===== config.mk =====
export PLATFORM = sky130hd
export DESIGN_NAME = motion_event_engines
export DESIGN_NICKNAME = d
export VERILOG_FILES = /design/src/shared/motion_event_pkg.sv /design/src/design/motion_event_engines.sv /design/src/design/event_debounce.sv
export SDC_FILE = /design/constraint.sdc
export NUM_CORES = 1
export LEC_CHECK = 0
export ABC_AREA = 1
export BUFFER_PORTS_ARGS = -buffer_cell sky130_fd_sc_hd__buf_4
export CAP_MARGIN = 20
export CORE_ASPECT_RATIO = 1.5
export CORE_MARGIN = 5
export CORE_UTILIZATION = 50
export CTS_CLUSTER_DIAMETER = 200
export CTS_CLUSTER_SIZE = 16
export DETAILED_ROUTE_END_ITERATION = 7
export PLACE_DENSITY = 0.8
export SYNTH_ARGS = -nofsm -noshare
export SYNTH_HDL_FRONTEND = slang
export SYNTH_SLANG_ARGS = --single-unit

===== constraint.sdc =====
create_clock -name clk -period 3 [get_ports clk]
set_clock_uncertainty 0.1 [all_clocks]
set_input_delay 0.6 -clock clk [delete_from_list [all_inputs] [get_ports clk]]
set_output_delay 0.6 -clock clk [all_outputs]
set_load 0.01 [all_outputs]

===== src/shared/motion_event_pkg.sv =====
// Purpose: Shared constants and carrier types for the motion event engines
// Assumes: 8-bit signed samples scaled at 32 counts per g for orientation
// Notes:   One-hot codes are used for orientation, tap axis and tap states
package motion_event_pkg;

	// ----------------------------------------------------------------
	// Widths and scales
	// ----------------------------------------------------------------
	localparam int         ACC_W          = 8;
	localparam int         CNT_W          = 8;
	localparam int         ORI_W          = 6;
	localparam logic [7:0] TILT_SCALE_CPG = 8'h20; // Host scale, counts per g

	// ----------------------------------------------------------------
	// Orientation codes, one-hot
	// ----------------------------------------------------------------
	localparam logic [5:0] ORI_FACE_UP   = 6'h01;
	localparam logic [5:0] ORI_FACE_DOWN = 6'h02;
	localparam logic [5:0] ORI_ROT_0     = 6'h04;
	localparam logic [5:0] ORI_ROT_90    = 6'h08;
	localparam logic [5:0] ORI_ROT_180   = 6'h10;
	localparam logic [5:0] ORI_ROT_270   = 6'h20;
	localparam logic [5:0] ORI_ROT_MASK  = 6'h3c;

	// ----------------------------------------------------------------
	// Tap axis codes and reset values
	// ----------------------------------------------------------------
	localparam logic [2:0] AXIS_NONE   = 3'h0;
	localparam logic [2:0] AXIS_X      = 3'h1;
	localparam logic [2:0] AXIS_Y      = 3'h2;
	localparam logic [2:0] AXIS_Z      = 3'h4;
	localparam logic [7:0] CNT_ZERO    = 8'h00;
	localparam logic [7:0] CNT_ONE     = 8'h01;
	localparam logic [7:0] CNT_MAX     = 8'hff;
	localparam logic       WAKE_RST    = 1'b0;

	// ----------------------------------------------------------------
	// Carriers
	// ----------------------------------------------------------------
	typedef struct packed {
		logic signed [7:0] x;
		logic signed [7:0] y;
		logic signed [7:0] z;
	} accel_t;

	typedef struct packed {
		logic [7:0] sum;  // Jerk summation magnitude
		logic [2:0] axis; // Dominant axis, one-hot
		logic       neg;  // Polarity of the dominant jerk
	} jerk_t;

	typedef struct packed {
		logic [7:0] low;
		logic [7:0] high;
		logic [7:0] dur_min;
		logic [7:0] dur_max;
		logic [7:0] latency;
		logic [7:0] window;
		logic [7:0] gap;
	} tap_cfg_t;

	typedef enum logic [5:0] {
		TAP_IDLE   = 6'h01,
		TAP_FIRST  = 6'h02,
		TAP_LAT1   = 6'h04,
		TAP_WIN    = 6'h08,
		TAP_SECOND = 6'h10,
		TAP_LAT2   = 6'h20
	} tap_state_t;

endpackage : motion_event_pkg


===== src/design/motion_event_engines.sv =====
// Purpose: Orientation, wake-up motion and tap detection engines
// Assumes: Samples arrive with a one-cycle sample_valid at the data rate
// Notes:   Settings are used live; hold operating_enable low to change them
`timescale 1ns/1ps
module motion_event_engines
	import motion_event_pkg::*;
(
	input  wire logic       clk,
	input  wire logic       arst_n,
	input  wire logic       operating_enable,
	input  wire logic       sample_valid,
	input  wire accel_t     accel,
	input  wire accel_t     hpf,
	input  wire jerk_t      jerk,
	input  wire logic [7:0] tilt_angle,
	input  wire logic [7:0] orient_debounce_count,
	input  wire logic [7:0] wake_motion_threshold,
	input  wire logic [7:0] wake_debounce_count,
	input  wire logic [7:0] wake_sample_rate,
	input  wire logic       wake_latched,
	input  wire logic       wake_ack,
	input  wire tap_cfg_t   tap_cfg,
	output logic [5:0]      orientation_q,
	output logic            orient_change_q,
	output logic            wake_active_q,
	output logic            wake_detect_q,
	output logic            wake_end_q,
	output logic            tap_single_q,
	output logic            tap_double_q,
	output logic [2:0]      tap_axis_q,
	output logic            tap_neg_q
);

	// Magnitude of a signed sample; -128 maps to 128 unsigned
	function automatic logic [7:0] mag(input logic signed [7:0] a);
		mag = a[7] ? 8'(-a) : 8'(a);
	endfunction : mag

	// ----------------------------------------------------------------
	// Orientation candidate
	// ----------------------------------------------------------------
	// Settings are not shadowed; the host parks the engine first
	wire       clear    = !operating_enable;
	wire       ori_step = sample_valid && operating_enable;
	wire [7:0] ax       = mag(accel.x);
	wire [7:0] ay       = mag(accel.y);
	wire       tilted   = (ax > tilt_angle) || (ay > tilt_angle);
	wire [5:0] face_c   = accel.z[7] ? ORI_FACE_DOWN : ORI_FACE_UP;
	wire [5:0] rotx_c   = accel.x[7] ? ORI_ROT_270 : ORI_ROT_90;
	wire [5:0] roty_c   = accel.y[7] ? ORI_ROT_180 : ORI_ROT_0;
	wire [5:0] rot_c    = (ax > ay) ? rotx_c : roty_c;
	wire [5:0] ori_cand = tilted ? rot_c : face_c;

	event_debounce #(
		.W         (ORI_W),
		.RST_STATE (ORI_FACE_UP)
	) u_ori_deb (
		.clk       (clk),
		.arst_n    (arst_n),
		.clear     (clear),
		.step      (ori_step),
		.cand      (ori_cand),
		.limit     (orient_debounce_count),
		.state_q   (orientation_q),
		.changed_q (orient_change_q)
	);

	// ----------------------------------------------------------------
	// Wake-up motion
	// ----------------------------------------------------------------
	// Wake period is a divided sample strobe so one count is one period
	logic [7:0] wdiv_q;
	logic       wake_chg;
	wire        wdiv_hit  = wdiv_q >= wake_sample_rate;
	wire        wake_step = ori_step && wdiv_hit;
	wire        wake_cand = (mag(hpf.x) > wake_motion_threshold)
	                     || (mag(hpf.y) > wake_motion_threshold)
	                     || (mag(hpf.z) > wake_motion_threshold);
	wire        wake_rise = wake_chg && wake_active_q;
	wire        wake_fall = wake_chg && !wake_active_q;

	// Wake rate divider
	always_ff @(posedge clk or negedge arst_n) begin
		if (!arst_n) begin
			wdiv_q <= CNT_ZERO;
		end else if (clear || wake_step) begin
			wdiv_q <= CNT_ZERO;
		end else if (ori_step) begin
			wdiv_q <= wdiv_q + CNT_ONE;
		end
	end

	event_debounce #(
		.W         (1),
		.RST_STATE (WAKE_RST)
	) u_wake_deb (
		.clk       (clk),
		.arst_n    (arst_n),
		.clear     (clear),
		.step      (wake_step),
		.cand      (wake_cand),
		.limit     (wake_debounce_count),
		.state_q   (wake_active_q),
		.changed_q (wake_chg)
	);

	// Indication: latched holds until ack, and a new rise beats the ack
	always_ff @(posedge clk or negedge arst_n) begin
		if (!arst_n) begin
			wake_detect_q <= 1'b0;
			wake_end_q    <= 1'b0;
		end else if (!wake_latched) begin
			wake_detect_q <= wake_active_q;
			wake_end_q    <= wake_fall;
		end else begin
			wake_detect_q <= wake_rise || (wake_detect_q && !wake_ack);
			wake_end_q    <= 1'b0;
		end
	end

	// ----------------------------------------------------------------
	// Tap detection
	// ----------------------------------------------------------------
	tap_state_t tap_st_q;
	tap_state_t tap_st_d;
	logic [7:0] tmr_q;
	logic [7:0] tmr_d;
	logic [7:0] dur_q;
	logic [7:0] dur_d;
	jerk_t      cap_q;
	logic       cap_en;
	logic       rep_single;
	logic       rep_double;

	// Over-range samples neither extend nor end a pulse
	wire       over    = jerk.sum > tap_cfg.high;
	wire       above   = (jerk.sum > tap_cfg.low) && !over;
	wire       below   = jerk.sum <= tap_cfg.low;
	wire [7:0] tmr_n   = (tmr_q == CNT_MAX) ? CNT_MAX : tmr_q + CNT_ONE;
	wire [7:0] dur_n   = (dur_q == CNT_MAX) ? CNT_MAX : dur_q + CNT_ONE;
	wire       dur_ok  = (dur_q > tap_cfg.dur_min)
	                  && (dur_q < tap_cfg.dur_max);
	wire       too_long = dur_n >= tap_cfg.dur_max;
	wire       lat_end = tmr_n >= tap_cfg.latency;
	wire       win_end = tmr_n >= tap_cfg.window;
	wire       gap_ok  = tmr_q >= tap_cfg.gap;

	// Next state, evaluated once per sample
	always_comb begin
		tap_st_d   = tap_st_q;
		tmr_d      = tmr_q;
		dur_d      = dur_q;
		cap_en     = 1'b0;
		rep_single = 1'b0;
		rep_double = 1'b0;
		if (ori_step) begin
			case (tap_st_q)
				TAP_IDLE: begin
					if (above) begin
						tap_st_d = TAP_FIRST;
						dur_d    = CNT_ONE;
					end
				end
				TAP_FIRST: begin
					if (above) begin
						dur_d    = dur_n;
						tap_st_d = too_long ? TAP_IDLE : TAP_FIRST;
					end else if (below) begin
						tap_st_d = dur_ok ? TAP_LAT1 : TAP_IDLE;
						tmr_d    = CNT_ZERO;
						cap_en   = dur_ok;
					end
				end
				TAP_LAT1: begin
					tmr_d = tmr_n; // Taps here are dropped
					if (lat_end) begin
						tap_st_d = TAP_WIN;
					end
				end
				TAP_WIN: begin
					tmr_d = tmr_n;
					if (win_end) begin
						tap_st_d   = TAP_IDLE;
						rep_single = 1'b1;
					end else if (above && gap_ok) begin
						tap_st_d = TAP_SECOND;
						dur_d    = CNT_ONE;
					end
				end
				TAP_SECOND: begin
					tmr_d = tmr_n;
					if (above) begin
						dur_d    = dur_n;
						tap_st_d = too_long ? TAP_WIN : TAP_SECOND;
					end else if (below) begin
						tap_st_d = dur_ok ? TAP_LAT2 : TAP_WIN;
						tmr_d    = dur_ok ? CNT_ZERO : tmr_n;
						cap_en   = dur_ok;
					end
				end
				TAP_LAT2: begin
					tmr_d = tmr_n;
					if (lat_end) begin
						tap_st_d   = TAP_IDLE;
						rep_double = 1'b1;
					end
				end
				default: begin
					tap_st_d = TAP_IDLE;
				end
			endcase
		end
	end

	// Tap state and timers
	always_ff @(posedge clk or negedge arst_n) begin
		if (!arst_n) begin
			tap_st_q <= TAP_IDLE;
			tmr_q    <= CNT_ZERO;
			dur_q    <= CNT_ZERO;
			cap_q    <= '0;
		end else if (clear) begin
			tap_st_q <= TAP_IDLE;
			tmr_q    <= CNT_ZERO;
			dur_q    <= CNT_ZERO;
		end else begin
			tap_st_q <= tap_st_d;
			tmr_q    <= tmr_d;
			dur_q    <= dur_d;
			if (cap_en) begin
				cap_q <= jerk; // Axis and polarity of the below-low sample that ends the tap
			end
		end
	end

	// Tap report: pulses plus axis and polarity held until the next one
	always_ff @(posedge clk or negedge arst_n) begin
		if (!arst_n) begin
			tap_single_q <= 1'b0;
			tap_double_q <= 1'b0;
			tap_axis_q   <= AXIS_NONE;
			tap_neg_q    <= 1'b0;
		end else begin
			tap_single_q <= rep_single && !clear;
			tap_double_q <= rep_double && !clear;
			if ((rep_single || rep_double) && !clear) begin
				tap_axis_q <= cap_q.axis;
				tap_neg_q  <= cap_q.neg;
			end
		end
	end
endmodule : motion_event_engines


===== src/design/event_debounce.sv =====
// Purpose: State qualifier that commits a candidate after a persist count
// Assumes: step is a one-cycle pulse per sample period
// Notes:   A limit of zero or one commits on the first differing sample
`timescale 1ns/1ps
module event_debounce
	import motion_event_pkg::*;
#(
	parameter int             W         = 6,
	parameter logic [W-1:0]   RST_STATE = '0
) (
	input  wire logic         clk,
	input  wire logic         arst_n,
	input  wire logic         clear,
	input  wire logic         step,
	input  wire logic [W-1:0] cand,
	input  wire logic [7:0]   limit,
	output logic [W-1:0]      state_q,
	output logic              changed_q
);

	if (W < 1) begin : g_bad_width
		$error("event_debounce: W must be at least 1");
	end

	logic [W-1:0] pend_q;
	logic [7:0]   cnt_q;

	// ----------------------------------------------------------------
	// Persist counting
	// ----------------------------------------------------------------
	// A new candidate restarts at one so a flicker never inherits counts
	wire       differ   = cand != state_q;
	wire       same_pnd = cand == pend_q;
	wire [7:0] cnt_inc  = (cnt_q == CNT_MAX) ? CNT_MAX : cnt_q + CNT_ONE;
	wire [7:0] cnt_n    = same_pnd ? cnt_inc : CNT_ONE;
	wire       reach    = cnt_n >= limit;

	// State, pending candidate and count
	always_ff @(posedge clk or negedge arst_n) begin
		if (!arst_n) begin
			state_q   <= RST_STATE;
			pend_q    <= RST_STATE;
			cnt_q     <= CNT_ZERO;
			changed_q <= 1'b0;
		end else if (clear) begin
			cnt_q     <= CNT_ZERO;
			changed_q <= 1'b0;
		end else begin
			changed_q <= step && differ && reach;
			if (step && differ && reach) begin
				state_q <= cand;
				cnt_q   <= CNT_ZERO;
			end else if (step && differ) begin
				pend_q  <= cand;
				cnt_q   <= cnt_n;
			end else if (step) begin
				cnt_q   <= CNT_ZERO; // Candidate reverted
			end
		end
	end
endmodule : event_debounce


==> impl_results.md <==
- R2R Path End: u_ori_deb.cnt_q[3]$_DFFE_PN0P_
- Cells after Synth: 1,273
- Syn nets: 1,580
- Crit path buffers/inverters: 9
- Top cells by area, synth: ha_1 21%, dfrtp_1 20%, nand2_1 11%, inv_1 11%, nand3_1 4.5%
- R2R depth: 19
- CP startpoint: accel[8]
- Max-slew violations: 0
- Fin worst setup slack: -1530 ps
- Vias per cell: 5.47
- Reg-to-reg startpoint: u_ori_deb.cnt_q[0]$_DFFE_PN0P_
- Met1 WL: 10,400 um
- Number of flops mapped to enable cells by yosys: 0
- Final worst-path cycle share: 151%
- Worst slew margin: 35.8%
- Crit path depth: 33
- HPWL after DPL: 20,100 um
- Num ports: 178
- PortBufs: 170
- Final setup viols: 50
- Design Power: 4.34 mW
- Setup total negative slack: -38,680 ps
- Fmax: 221 MHz
- Hold Vio Cnt, Final: 0
- Antenna Nets Post-Route: 0
- Crit path arrival time: 4680 ps
- Synthesized flop and latch total: 74
- Area grow syn2layout: 49.7%
- Crit Path Category: in -> reg
- Metal3 WL: 1360 um
- Hold WC Path Type: in -> async
- Crit path top cell by count: nand2_2
- Post-synth top area share: 20.6%
- GPL Wtd Cong: 0.913
- Cell Pwr Density: 329 nW/um2
- Post-Synthesis Cell Area: 8820 um2
- GRT overflow: 0
- Met2 wire length: 15,500 um
- Failing checks: setup timing
- Buffer levels on the longest clock path: 2
- Worst-Skew Late Latency: 330 ps
- Unrepaired setup endpoints after global routing: yes
- Critical path's slowest cell: o31ai_4
- Max IR drop VDD: 0.271 mV
- Hold slack: 320 ps
- Clock Tree Root: clkbuf_16
- Placed cells: 1,767
- NumNets Final: 1,919
- Largest stage delay, worst path: 310 ps
- Layout Cells excl Fill: 1,830
- Pre-Repair DR Iteration Count: 5
- Top Layer Used: met4
- CP startpoint kind: input pin
- Most frequent cells in the layout: 314 x buf_4, 227 x inv_1, 223 x nand2_1
- Drt wl/cell: 15.9 um
- Die height: 173 um
- End of the critical path: u_ori_deb.cnt_q[3]$_DFFE_PN0P_
- Synth area leader: ha_1
- CTS tree: yes
- Post-synth ARST share: 100%
- Clock sinks: 74
- Delay-heaviest family, CP: simple AND/OR/NAND/NOR gates
- WP data required: 3150 ps
- Initial antenna violation count: 0
- Max cap viols: 0
- FF-to-FF setup slack: -190 ps
- Average size of a mapped cell: 6.93 um2
- Synth Warn #: 0
- Vias: 10,000
- CTS buffer count: 9
- Crit Path Max Fanout: 6
- First-pass GRT wire length: 43,500 um
- Pleak: 7.08 nW
- Post-synth top flop: dfrtp_1
- Setup crit end kind: flop
- Initial Util: 50.9%
- Placeable Area: 17,300 um2
- Minimum clock period: 4530 ps
- N_diodes: 0
- Drt total wl: 29,100 um
- Commonest non-fill, non-tap cell in the layout: buf_4
- Total GRT Usage: 24.7%
- Least-Margin Pin Slew: 963 ps
- Vias in the first global route: 10,100
- Die area: 20,500 um2
- Starting DRT DRC Count: 394
- Post-synthesis sequential area ratio: 21.0%
- FP Rows: 59
- H-tree depth: 3
- Core Util, Final: 76.1%
- DRC violations left: 0
- Clk slew on worst S/H paths: 60 ps
- Outcome: finished, violations left
- Die X: 118 um
- Largest net degree at the start of global routing: 75
- Count of cell types in the netlist: 55
- Layout cell share with drive strength beyond 1: 37.8%
[registers in the layout, indices dropped and copies added, names as in the netlist, 6 cells and up]
name               count
u_ori_deb.cnt_q        8
tmr_q                  8
u_wake_deb.cnt_q       8
u_ori_deb.state_q      6
u_ori_deb.pend_q       6
tap_st_q               6
wdiv_q                 8
dur_q                  8
[stage by stage]
stage | area, um2 | worst slack [ps]
after floorplan | 9090 | -1210
after global placement | 11500 | -1610
after detailed placement | 11500 | -1780
after CTS | 12400 | -1300
after global routing | 13200 | -1700
final | 13200 | -1530
[cells by family after synthesis]
| logic type | synth area share, % |
|---|---|
| AO/OA/AOI/OAI | 11.6 |
| XOR/XNOR | 3.57 |
| adder cells (fa/ha/maj) | 20.6 |
| buffers and inverters | 12.4 |
| flip-flops | 21.0 |
| multiplexers | 0.511 |
| AND/OR/NAND/NOR | 30.4 |
[worst min path at each step]
| stage | cells after the start | slack, ps | start | end |
|---|---|---|---|---|
| 3_3_place_gp | 2 | 350 | u_ori_deb.pend_q[0]$_DFFE_PN1P_ | u_ori_deb.pend_q[0]$_DFFE_PN1P_ |
| 3_5_place_dp | 2 | 370 | u_ori_deb.pend_q[0]$_DFFE_PN1P_ | u_ori_deb.pend_q[0]$_DFFE_PN1P_ |
| 2_1_floorplan | 0 | 200 | arst_n | cap_q[0]$_DFFE_PN0P_ |
| 4_1_cts | 1 | 350 | arst_n | tap_axis_q[1]$_DFFE_PN0P_ |
| 6_report | 1 | 320 | arst_n | cap_q[0]$_DFFE_PN0P_ |
| 5_1_grt | 2 | 350 | wake_ack | wake_detect_q$_DFF_PN0_ |
[final cells by class]
class / count / area, um2
Tap cell: 213 / 267
Timing Repair Buffer: 337 / 2680
Clock inverter: 6 / 80.1
Sequential cell: 74 / 1860
Inverter: 270 / 1070
Clock buffer: 10 / 239
Fill cell: 1172 / 4140
Multi-Input combinational cell: 920 / 7010
[power by group]
group	switching, mW	total [mW]	internal (mW)
Combinational	1.14	2.05	0.908
Sequential	0.0652	1.13	1.06
Clock	0.412	1.16	0.745
Total	1.62	4.34	2.72
[worst register-to-register path, cell delays in order (launching register included)]
cell and delay, ps:
dfrtp_1 390, ha_1 220, nand2_1 140, nor2_1 110, inv_1 60, nor2_1 110
inv_1 90, nor2_1 200, inv_1 110, o21ai_0 200, nand3_2 160, inv_1 90
ha_1 220, nand2_1 100, o21ai_1 80, nand2_1 70, and3_4 230, buf_4 140
nand3_4 140, o21bai_2 160
[routing by layer]
metal,vias to the layer above,global-route usage [%]
met2,350,47.6
met5,-,0
li1,4834,-
met3,130,4.08
met4,0,12.4
met1,4696,25.2
[cells in the mapped netlist (15+ instances only)]
cell and instances:
inv_1 261, nand4_1 38, o21ai_0 44, nor2_1 105, ha_1 145, nand2_1 263, nor3_1 15, nand3_1 80
dfrtp_1 71, xor2_1 21, xnor2_1 15, a21oi_1 70
[timing repair]
item                                    in CTS  in global routing
hold buffers                                 0                  0
pin swaps                                   87                103
setup buffers                               24                 23
endpoints found under the setup margin      50                 50
resized for setup                           94                142
cloned                                       2                  0
No activity file was read; power rests on OpenSTA's default activity.
